`src/fmbs_pkg.sv`:
```
package fmbs_pkg;

  // Bus widths
  localparam int ADDR_W = 16;
  localparam int DATA_W = 8;

  // Command codes on the first and second write cycles
  localparam logic [7:0] CMD_READ_ARRAY    = 8'hFF;
  localparam logic [7:0] CMD_READ_STATUS   = 8'h70;
  localparam logic [7:0] CMD_CLEAR_STATUS  = 8'h50;
  localparam logic [7:0] CMD_PROGRAM       = 8'h40;
  localparam logic [7:0] CMD_ERASE         = 8'h20;
  localparam logic [7:0] CMD_ERASE_CONFIRM = 8'hD0;
  localparam int         NUM_COMMANDS      = 6;

  // Area layout; boot area is one erase block of its own
  localparam int             BOOT_AREA_BYTES = 4096;
  localparam logic [15:0]    USER_BASE       = 16'h8000;
  localparam logic [15:0]    BOOT_TOP        = 16'hFFFF;
  localparam logic [15:0]    BOOT_BASE       =
    16'(32'(BOOT_TOP) + 32'h1 - 32'(BOOT_AREA_BYTES));
  localparam int             USER_BLOCKS     = 4;
  localparam int             BLK_W           = 2;
  localparam logic [15:0]    USER_BLOCK_TOP [USER_BLOCKS] =
    '{16'h9FFF, 16'hBFFF, 16'hDFFF, 16'hFFFF};

  // Status byte layout and reset value
  localparam int          SR_READY_BIT     = 7;
  localparam int          SR_ERASE_ERR_BIT = 5;
  localparam int          SR_PROG_ERR_BIT  = 4;
  localparam logic [7:0]  STATUS_RESET     = 8'h80;
  localparam logic [7:0]  DATA_ZERO        = 8'h00;

  // Party driving the command port
  typedef enum logic [1:0] {
    SRC_CPU,
    SRC_PARALLEL,
    SRC_SERIAL
  } fmbs_src_t;

  // Start area chosen at reset release
  typedef enum logic [1:0] {
    START_USER,
    START_BOOT,
    START_PROGRAMMER
  } fmbs_start_t;

  // Array operations
  typedef enum logic [1:0] {
    OP_PROGRAM,
    OP_ERASE_BLOCK,
    OP_ERASE_ALL
  } fmbs_op_t;

endpackage

```
`src/fmbs_area_decode.sv`:
```
module fmbs_area_decode
  import fmbs_pkg::*;
(
  input  wire logic [ADDR_W-1:0] addr,
  input  wire logic              boot_sel,
  output logic                   in_user,
  output logic                   in_boot,
  output logic                   user_top_hit,
  output logic                   boot_top_hit,
  output logic [BLK_W-1:0]       blk_idx
);

  logic [USER_BLOCKS-1:0] hit;

  // One top-address comparator per user block
  genvar g;
  generate
    for (g = 0; g < USER_BLOCKS; g++) begin : g_blk
      assign hit[g] = !boot_sel && (addr == USER_BLOCK_TOP[g]);
    end
  endgenerate

  // Area membership and block index
  always_comb begin
    in_user      = !boot_sel && (addr >= USER_BASE);
    in_boot      = boot_sel && (addr >= BOOT_BASE);
    user_top_hit = |hit;
    boot_top_hit = boot_sel && (addr == BOOT_TOP);
    blk_idx      = '0;
    for (int i = 0; i < USER_BLOCKS; i++) begin
      if (hit[i]) begin
        blk_idx = BLK_W'(i);
      end
    end
  end

endmodule

```
`src/flash_mode_boot_select.sv`:
```
module flash_mode_boot_select
  import fmbs_pkg::*;
(
  input  wire logic              core_clk,
  input  wire logic              rst_b,
  input  wire logic              boot_mode_select_pin,
  input  wire logic              chip_select_port_pin,
  input  wire logic              serial_clock_port_pin,
  input  wire fmbs_src_t         cmd_src,
  input  wire logic              cpu_rewrite_sel,
  input  wire logic              boot_area_sel,
  input  wire logic              read_protect_en,
  input  wire logic              boot_factory_content,
  input  wire logic              cmd_wr,
  input  wire logic              cmd_rd,
  input  wire logic [ADDR_W-1:0] cmd_addr,
  input  wire logic [DATA_W-1:0] cmd_wdata,
  output logic [DATA_W-1:0]      cmd_rdata,
  output logic                   cmd_rvalid,
  output logic                   start_user,
  output logic                   start_boot,
  output logic                   start_programmer,
  output logic                   start_valid,
  output logic                   cpu_fetch_ok,
  output logic                   serial_mode_ok,
  output logic                   ready_busy_flag,
  output logic [DATA_W-1:0]      status_out,
  output logic                   arr_req,
  output fmbs_op_t               arr_op,
  output logic [ADDR_W-1:0]      arr_addr,
  output logic [DATA_W-1:0]      arr_wdata,
  output logic                   arr_boot,
  output logic [BLK_W-1:0]       arr_blk,
  output logic                   arr_rd,
  input  wire logic [DATA_W-1:0] arr_rdata,
  input  wire logic              arr_done,
  input  wire logic              arr_fail
);

  typedef enum logic [2:0] {
    ST_IDLE,
    ST_PROG_ARG,
    ST_ERASE_ARG,
    ST_BUSY
  } fmbs_state_t;

  fmbs_state_t       state_reg, state_next;
  fmbs_start_t       start_reg, start_next;
  logic              strap_done_reg, strap_done_next;
  logic              rd_status_reg, rd_status_next;
  logic [DATA_W-1:0] status_reg, status_next;
  logic              req_reg, req_next;
  fmbs_op_t          op_reg, op_next;
  logic [ADDR_W-1:0] addr_reg, addr_next;
  logic [DATA_W-1:0] wdata_reg, wdata_next;
  logic              boot_reg, boot_next;
  logic [BLK_W-1:0]  blk_reg, blk_next;
  logic [DATA_W-1:0] rdata_reg, rdata_next;
  logic              rvalid_reg, rvalid_next;
  logic              pend_rd_reg, pend_rd_next;
  logic              pend_arr_reg, pend_arr_next;

  logic              in_user, in_boot, user_top_hit, boot_top_hit;
  logic [BLK_W-1:0]  blk_idx;
  logic              port_open, may_alter_boot, rd_locked;
  logic              wr_ok, rd_ok, target_ok, erase_ok;

  // Area and block decode of the command address
  fmbs_area_decode u_decode (
    .addr         (cmd_addr),
    .boot_sel     (boot_area_sel),
    .in_user      (in_user),
    .in_boot      (in_boot),
    .user_top_hit (user_top_hit),
    .boot_top_hit (boot_top_hit),
    .blk_idx      (blk_idx)
  );

  // Access permissions per source
  always_comb begin
    // Serial port shut once boot content is replaced
    port_open = strap_done_reg &&
                !(cmd_src == SRC_SERIAL && !boot_factory_content);
    // Boot area alteration reserved for parallel mode
    may_alter_boot = (cmd_src == SRC_PARALLEL);
    // Read-out protection for external programmers
    rd_locked = read_protect_en && (cmd_src != SRC_CPU);
    wr_ok     = cmd_wr && port_open;
    rd_ok     = cmd_rd && port_open;
    // Boot targets need parallel mode; CPU gets user area only
    target_ok = in_user || (in_boot && may_alter_boot);
    erase_ok  = user_top_hit || (boot_top_hit && may_alter_boot);
  end

  // Start area decode, taken once after reset release
  always_comb begin
    start_next      = start_reg;
    strap_done_next = 1'b1;
    if (!strap_done_reg) begin
      if (!boot_mode_select_pin) begin
        start_next = START_USER;
      end else if (chip_select_port_pin && serial_clock_port_pin) begin
        start_next = START_BOOT;
      end else begin
        start_next = START_PROGRAMMER;
      end
    end
  end

  always_ff @(posedge core_clk) begin
    if (!rst_b) begin
      start_reg      <= START_USER;
      strap_done_reg <= 1'b0;
    end else begin
      start_reg      <= start_next;
      strap_done_reg <= strap_done_next;
    end
  end

  // Command sequencer, status and array requests
  always_comb begin
    state_next     = state_reg;
    rd_status_next = rd_status_reg;
    status_next    = status_reg;
    req_next       = 1'b0;
    op_next        = op_reg;
    addr_next      = addr_reg;
    wdata_next     = wdata_reg;
    boot_next      = boot_reg;
    blk_next       = blk_reg;
    case (state_reg)
      ST_IDLE: begin
        if (wr_ok) begin
          case (cmd_wdata)
            CMD_READ_ARRAY: begin
              rd_status_next = 1'b0;
            end
            CMD_READ_STATUS: begin
              rd_status_next = 1'b1;
            end
            CMD_CLEAR_STATUS: begin
              status_next[SR_ERASE_ERR_BIT] = 1'b0;
              status_next[SR_PROG_ERR_BIT]  = 1'b0;
            end
            CMD_PROGRAM: begin
              state_next = ST_PROG_ARG;
            end
            CMD_ERASE: begin
              state_next = ST_ERASE_ARG;
            end
            default: begin
              state_next = ST_IDLE;
            end
          endcase
        end
      end
      ST_PROG_ARG: begin
        if (wr_ok) begin
          rd_status_next = 1'b1;
          if (target_ok) begin
            // Second cycle carries address and byte
            req_next   = 1'b1;
            op_next    = OP_PROGRAM;
            addr_next  = cmd_addr;
            wdata_next = cmd_wdata;
            boot_next  = in_boot;
            state_next = ST_BUSY;
            status_next[SR_READY_BIT] = 1'b0;
          end else begin
            // Refused target leaves array untouched
            status_next[SR_PROG_ERR_BIT] = 1'b1;
            state_next = ST_IDLE;
          end
        end
      end
      ST_ERASE_ARG: begin
        if (wr_ok) begin
          rd_status_next = 1'b1;
          state_next     = ST_IDLE;
          if (cmd_wdata == CMD_ERASE) begin
            // Whole-array erase; boot block only from parallel mode
            req_next   = 1'b1;
            op_next    = OP_ERASE_ALL;
            addr_next  = cmd_addr;
            boot_next  = boot_area_sel && may_alter_boot;
            state_next = ST_BUSY;
            status_next[SR_READY_BIT] = 1'b0;
          end else if (cmd_wdata == CMD_ERASE_CONFIRM && erase_ok) begin
            req_next   = 1'b1;
            op_next    = OP_ERASE_BLOCK;
            addr_next  = cmd_addr;
            boot_next  = boot_top_hit;
            blk_next   = blk_idx;
            state_next = ST_BUSY;
            status_next[SR_READY_BIT] = 1'b0;
          end else begin
            status_next[SR_ERASE_ERR_BIT] = 1'b1;
          end
        end
      end
      ST_BUSY: begin
        // Writes ignored until the array finishes
        if (arr_done) begin
          status_next[SR_READY_BIT] = 1'b1;
          if (arr_fail) begin
            if (op_reg == OP_PROGRAM) begin
              status_next[SR_PROG_ERR_BIT] = 1'b1;
            end else begin
              status_next[SR_ERASE_ERR_BIT] = 1'b1;
            end
          end
          state_next = ST_IDLE;
        end
      end
      default: begin
        state_next = ST_IDLE;
      end
    endcase
  end

  always_ff @(posedge core_clk) begin
    if (!rst_b) begin
      state_reg     <= ST_IDLE;
      rd_status_reg <= 1'b0;
      status_reg    <= STATUS_RESET;
      req_reg       <= 1'b0;
      op_reg        <= OP_PROGRAM;
      addr_reg      <= '0;
      wdata_reg     <= DATA_ZERO;
      boot_reg      <= 1'b0;
      blk_reg       <= '0;
    end else begin
      state_reg     <= state_next;
      rd_status_reg <= rd_status_next;
      status_reg    <= status_next;
      req_reg       <= req_next;
      op_reg        <= op_next;
      addr_reg      <= addr_next;
      wdata_reg     <= wdata_next;
      boot_reg      <= boot_next;
      blk_reg       <= blk_next;
    end
  end

  // Read path: status, array byte or zero, answered two cycles after request
  always_comb begin
    pend_rd_next  = rd_ok;
    pend_arr_next = rd_ok && !rd_status_reg && !rd_locked &&
                    (state_reg != ST_BUSY);
    rvalid_next   = pend_rd_reg;
    rdata_next    = rdata_reg;
    if (pend_rd_reg) begin
      if (pend_arr_reg) begin
        rdata_next = arr_rdata;
      end else if (rd_status_reg || state_reg == ST_BUSY) begin
        rdata_next = status_reg;
      end else begin
        rdata_next = DATA_ZERO;
      end
    end
  end

  always_ff @(posedge core_clk) begin
    if (!rst_b) begin
      pend_rd_reg  <= 1'b0;
      pend_arr_reg <= 1'b0;
      rvalid_reg   <= 1'b0;
      rdata_reg    <= DATA_ZERO;
    end else begin
      pend_rd_reg  <= pend_rd_next;
      pend_arr_reg <= pend_arr_next;
      rvalid_reg   <= rvalid_next;
      rdata_reg    <= rdata_next;
    end
  end

  // Outputs
  assign cmd_rdata        = rdata_reg;
  assign cmd_rvalid       = rvalid_reg;
  assign start_user       = strap_done_reg && (start_reg == START_USER);
  assign start_boot       = strap_done_reg && (start_reg == START_BOOT);
  assign start_programmer = strap_done_reg &&
                            (start_reg == START_PROGRAMMER);
  assign start_valid      = strap_done_reg;
  // No instruction fetch from the array while rewriting
  assign cpu_fetch_ok     = !cpu_rewrite_sel;
  assign serial_mode_ok   = boot_factory_content;
  assign ready_busy_flag  = status_reg[SR_READY_BIT];
  assign status_out       = status_reg;
  assign arr_req          = req_reg;
  assign arr_op           = op_reg;
  assign arr_addr         = addr_reg;
  assign arr_wdata        = wdata_reg;
  assign arr_boot         = boot_reg;
  assign arr_blk          = blk_reg;
  assign arr_rd           = pend_arr_reg;

endmodule

```
`config.mk`:
```
export PLATFORM = sky130hd
export DESIGN_NAME = flash_mode_boot_select
export DESIGN_NICKNAME = d
export VERILOG_FILES = /design/src/fmbs_pkg.sv /design/src/fmbs_area_decode.sv /design/src/flash_mode_boot_select.sv
export SDC_FILE = /design/constraint.sdc
export NUM_CORES = 1
export LEC_CHECK = 0
export BUFFER_PORTS_ARGS = -buffer_cell sky130_fd_sc_hd__buf_2
export CORE_ASPECT_RATIO = 0.75
export CORE_MARGIN = 5
export CORE_UTILIZATION = 30
export CTS_CLUSTER_SIZE = 28
export DETAILED_ROUTE_END_ITERATION = 10
export GPL_ROUTABILITY_DRIVEN = 0
export PLACE_DENSITY_LB_ADDON = 0.2
export SYNTH_ARGS = -nofsm -noshare
export SYNTH_HDL_FRONTEND = slang
export SYNTH_SLANG_ARGS = --single-unit
export TNS_END_PERCENT = 10
```
`constraint.sdc`:
```
create_clock -name core_clk -period 2.2 [get_ports core_clk]
set_clock_uncertainty 0.2 [all_clocks]
set_input_delay 0 -clock core_clk [delete_from_list [all_inputs] [get_ports core_clk]]
set_output_delay 0 -clock core_clk [all_outputs]
set_load 0.01 [all_outputs]
```
==> out/qor.txt <==
Status = completed
CTS Buffer Depth = 2
Clock root cell = clkbuf_16
Vias/cell = 4.776
Ant. Diodes = 0
Postcts setup bufs = 0
Final wirelength = 7744 um
Share of cells above drive strength 1 = 30.28%
CTS buffer count = 5
Crit Path Max Fanout = 4
Total gr overflow = 0
Via count = 2598
Gr usage total = 14.30%
Core Box Area = 8418 sq um
Max-slew violation count = 0
Detailed placement HPWL = 5604 um
Clk pwr share = 41.7%
Worst slack at placement = -28.60 ps
Critical path required time = 2230 ps
First-pass GRT wire length = 12320 um
Die Wd = 117.1 um
Area of the mapped netlist = 2582 sq um
CP Launch Type = flip-flop
Fraction of registers with async set/reset = 0%
Die Ht = 90.35 um
Critical Path End = state_reg[1]$_SDFFE_PN0P_
Latest clock arrival within the worst-skew pair = 290 ps
Initial DRC count = 253
Area Growth Syn to Fin = 45.78%
Reg2reg end = state_reg[1]$_SDFFE_PN0P_
Logic pwr share = 11.2%
Post-synth EDFFs = 0
Pre-antenna DRT Iters = 4
Starting Density = 30.68%
Yosys reg bits = 50
Yosys warning count = 0
Setup TNS Final = 0 ps
Sequential power share = 47.2%
Top_reg_cell synth = dfxtp_1
Leakage = 0.001683 uW
Hold crit path type = in -> out
Netlist cell types = 58
DR WL/cell = 14.24 um
Final period util = 95.18%
Critical Path Sink Type = flip-flop
Pin count of the biggest net entering global routing = 40
Crit path kind = reg -> reg
Max reg flops = 16
Reg2Reg Setup Slack = 110 ps
Pwr/cell area = 515.0 nW/um^2
Cell Int Power = 1477 uW
Port Buffers = 96
Max Cap Viol = 0
Initial antenna violation count = 0
Synthesized instance count = 297
Seq/Total Area, Yosys = 38.76%
CTS clk-pin slew, worst paths = 70 ps
Fin. Hold Viols = 0
Final setup vio count = 0
Sw Share = 23.82%
Synth Area per Inst = 8.695 sq um
RR Startpoint = state_reg[0]$_SDFFE_PN0P_
WP data arrival = 2120 ps
Worst setup path start = state_reg[0]$_SDFFE_PN0P_
DRC = 0
CTS tree = built
Switch Pwr = 461.9 uW
H-tree levels = 2
Worst Reg-to-Reg Cells = 6
Max frequency = 477.6 MHz
Tmin final = 2094 ps
Hold WS = 24.48 ps
Die ar. = 10580 sq um
CTS sink cnt = 50
Fill count = 839
Nets = 487
Vias in the first global route = 2504
RSZ-0062 raised after global routing = no
Top-Level Pins = 102
Antenna-violating nets left = 0
Row count = 29
Worst Setup Slack, final = 106.1 ps
Post-layout util = 44.72%
VDD IR max = 0.0003819 V
==> worst max-delay path: stages, from the launching register on <==
cell and delay, ps:
dfxtp_2 350, inv_1 70, ha_1 210, o32a_1 360
or4_4 490, a221oi_2 190, o21a_1 150
==> worst min path at each step <==
| stage | depth (start not counted) | from | end |
|---|---|---|---|
| after floorplan | 0 | rst_b | start_valid$_DFF_P_ |
| after global placement | 1 | rst_b | start_valid$_DFF_P_ |
| after detailed placement | 1 | rst_b | start_valid$_DFF_P_ |
| after CTS | 2 | boot_factory_content | serial_mode_ok |
| after global routing | 3 | cpu_rewrite_sel | cpu_fetch_ok |
| final | 3 | cpu_rewrite_sel | cpu_fetch_ok |
==> area by class of cell <==
cell class                      instances  area, sq um  area share, %
Multi-Input combinational cell        222         1460          38.78
Inverter                               10        37.54         0.9970
Clock buffer                            6        138.9          3.689
Timing Repair Buffer                  146        973.4          25.86
Tap cell                              108        135.1          3.589
Sequential cell                        50         1003          26.65
Clock inverter                          2        16.27         0.4320
==> cells in the mapped netlist, types with 2 or more instances <==
library cell | count | area, sq um
a2111oi_2 | 2 | 30.03
a21oi_1 | 15 | 75.07
a221oi_1 | 2 | 17.52
a31oi_1 | 3 | 18.77
and2_1 | 3 | 18.77
and3_1 | 2 | 12.51
and3b_1 | 2 | 17.52
and4_1 | 2 | 17.52
buf_4 | 7 | 52.55
clkbuf_1 | 9 | 33.78
dfxtp_1 | 50 | 1001
ha_1 | 5 | 62.56
inv_1 | 9 | 33.78
mux2i_1 | 28 | 280.3
nand2_1 | 52 | 195.2
nand3_1 | 11 | 55.05
nand4_1 | 6 | 37.54
nor2_1 | 21 | 78.83
nor2b_1 | 10 | 62.56
nor3_1 | 2 | 10.01
nor3b_1 | 5 | 37.54
nor4_1 | 2 | 12.51
o211a_1 | 2 | 20.02
o211ai_1 | 2 | 15.01
o21ai_0 | 10 | 50.05
o32ai_1 | 2 | 17.52
or3_1 | 2 | 12.51
==> power groups by stage <==
stage               Combinational [uW]  Clock (uW)  Sequential [uW]
detailed placement                 154           0              936
CTS                                212         836              915
global route                       236         882              916
global placement                   152           0              936
floorplan                         74.9           0              936
finish                             216         808              915
==> timing repair <==
| action | in CTS | in global routing |
|---|---|---|
| endpoints found under the setup margin | 1 | 4 |
| resized for setup | 1 | 5 |
| hold buffers | 42 | 0 |
| hold endpoints to repair | 43 | 0 |
==> metal layers <==
metal	GRT usage, %	vias to the layer above	share of wire, %
met4	4.202	0	1.7
li1	-	1319	-
met3	2.813	10	5.7
met2	21.83	69	43
met5	0	-	0
met1	20.24	1200	50
==> kinds of logic after synthesis <==
family	synth area share, %
AOI/OAI and AO/OA	14.63
adders and majority gates	2.422
buffers and inverters	6.201
DFF	38.76
muxes	10.85
other	0.1452
and+or+nand+nor	26.99
==> stage by stage <==
stage	area (sq um)	cells	power [uW]
after floorplan	2597	301	1011
after global placement	3163	494	1088
after detailed placement	3163	494	1090
after CTS	3745	544	1963
after global routing	3765	544	2034
final	3765	544	1939
==> cell usage in the layout, fill, tap and decap left out, types with 3 or more instances in the layout <==
| master | Yosys | routed |
|---|---|---|
| ha_1 | 5 | 5 |
| dfxtp_1 | 50 | 48 |
| inv_1 | 9 | 9 |
| a21oi_1 | 15 | 15 |
| nand2_1 | 52 | 52 |
| nand4_1 | 6 | 6 |
| nor3b_1 | 5 | 4 |
| nor2b_1 | 10 | 10 |
| buf_4 | 7 | 7 |
| nand3_1 | 11 | 11 |
| nor2_1 | 21 | 21 |
| a31oi_1 | 3 | 3 |
| o21ai_0 | 10 | 10 |
| clkbuf_16 | 0 | 5 |
| dlygate4sd3_1 | 0 | 42 |
| mux2i_1 | 28 | 28 |
| conb_1 | 1 | 5 |
| buf_2 | 1 | 96 |
| and2_1 | 3 | 3 |
Power figures use the tool's default switching activity.
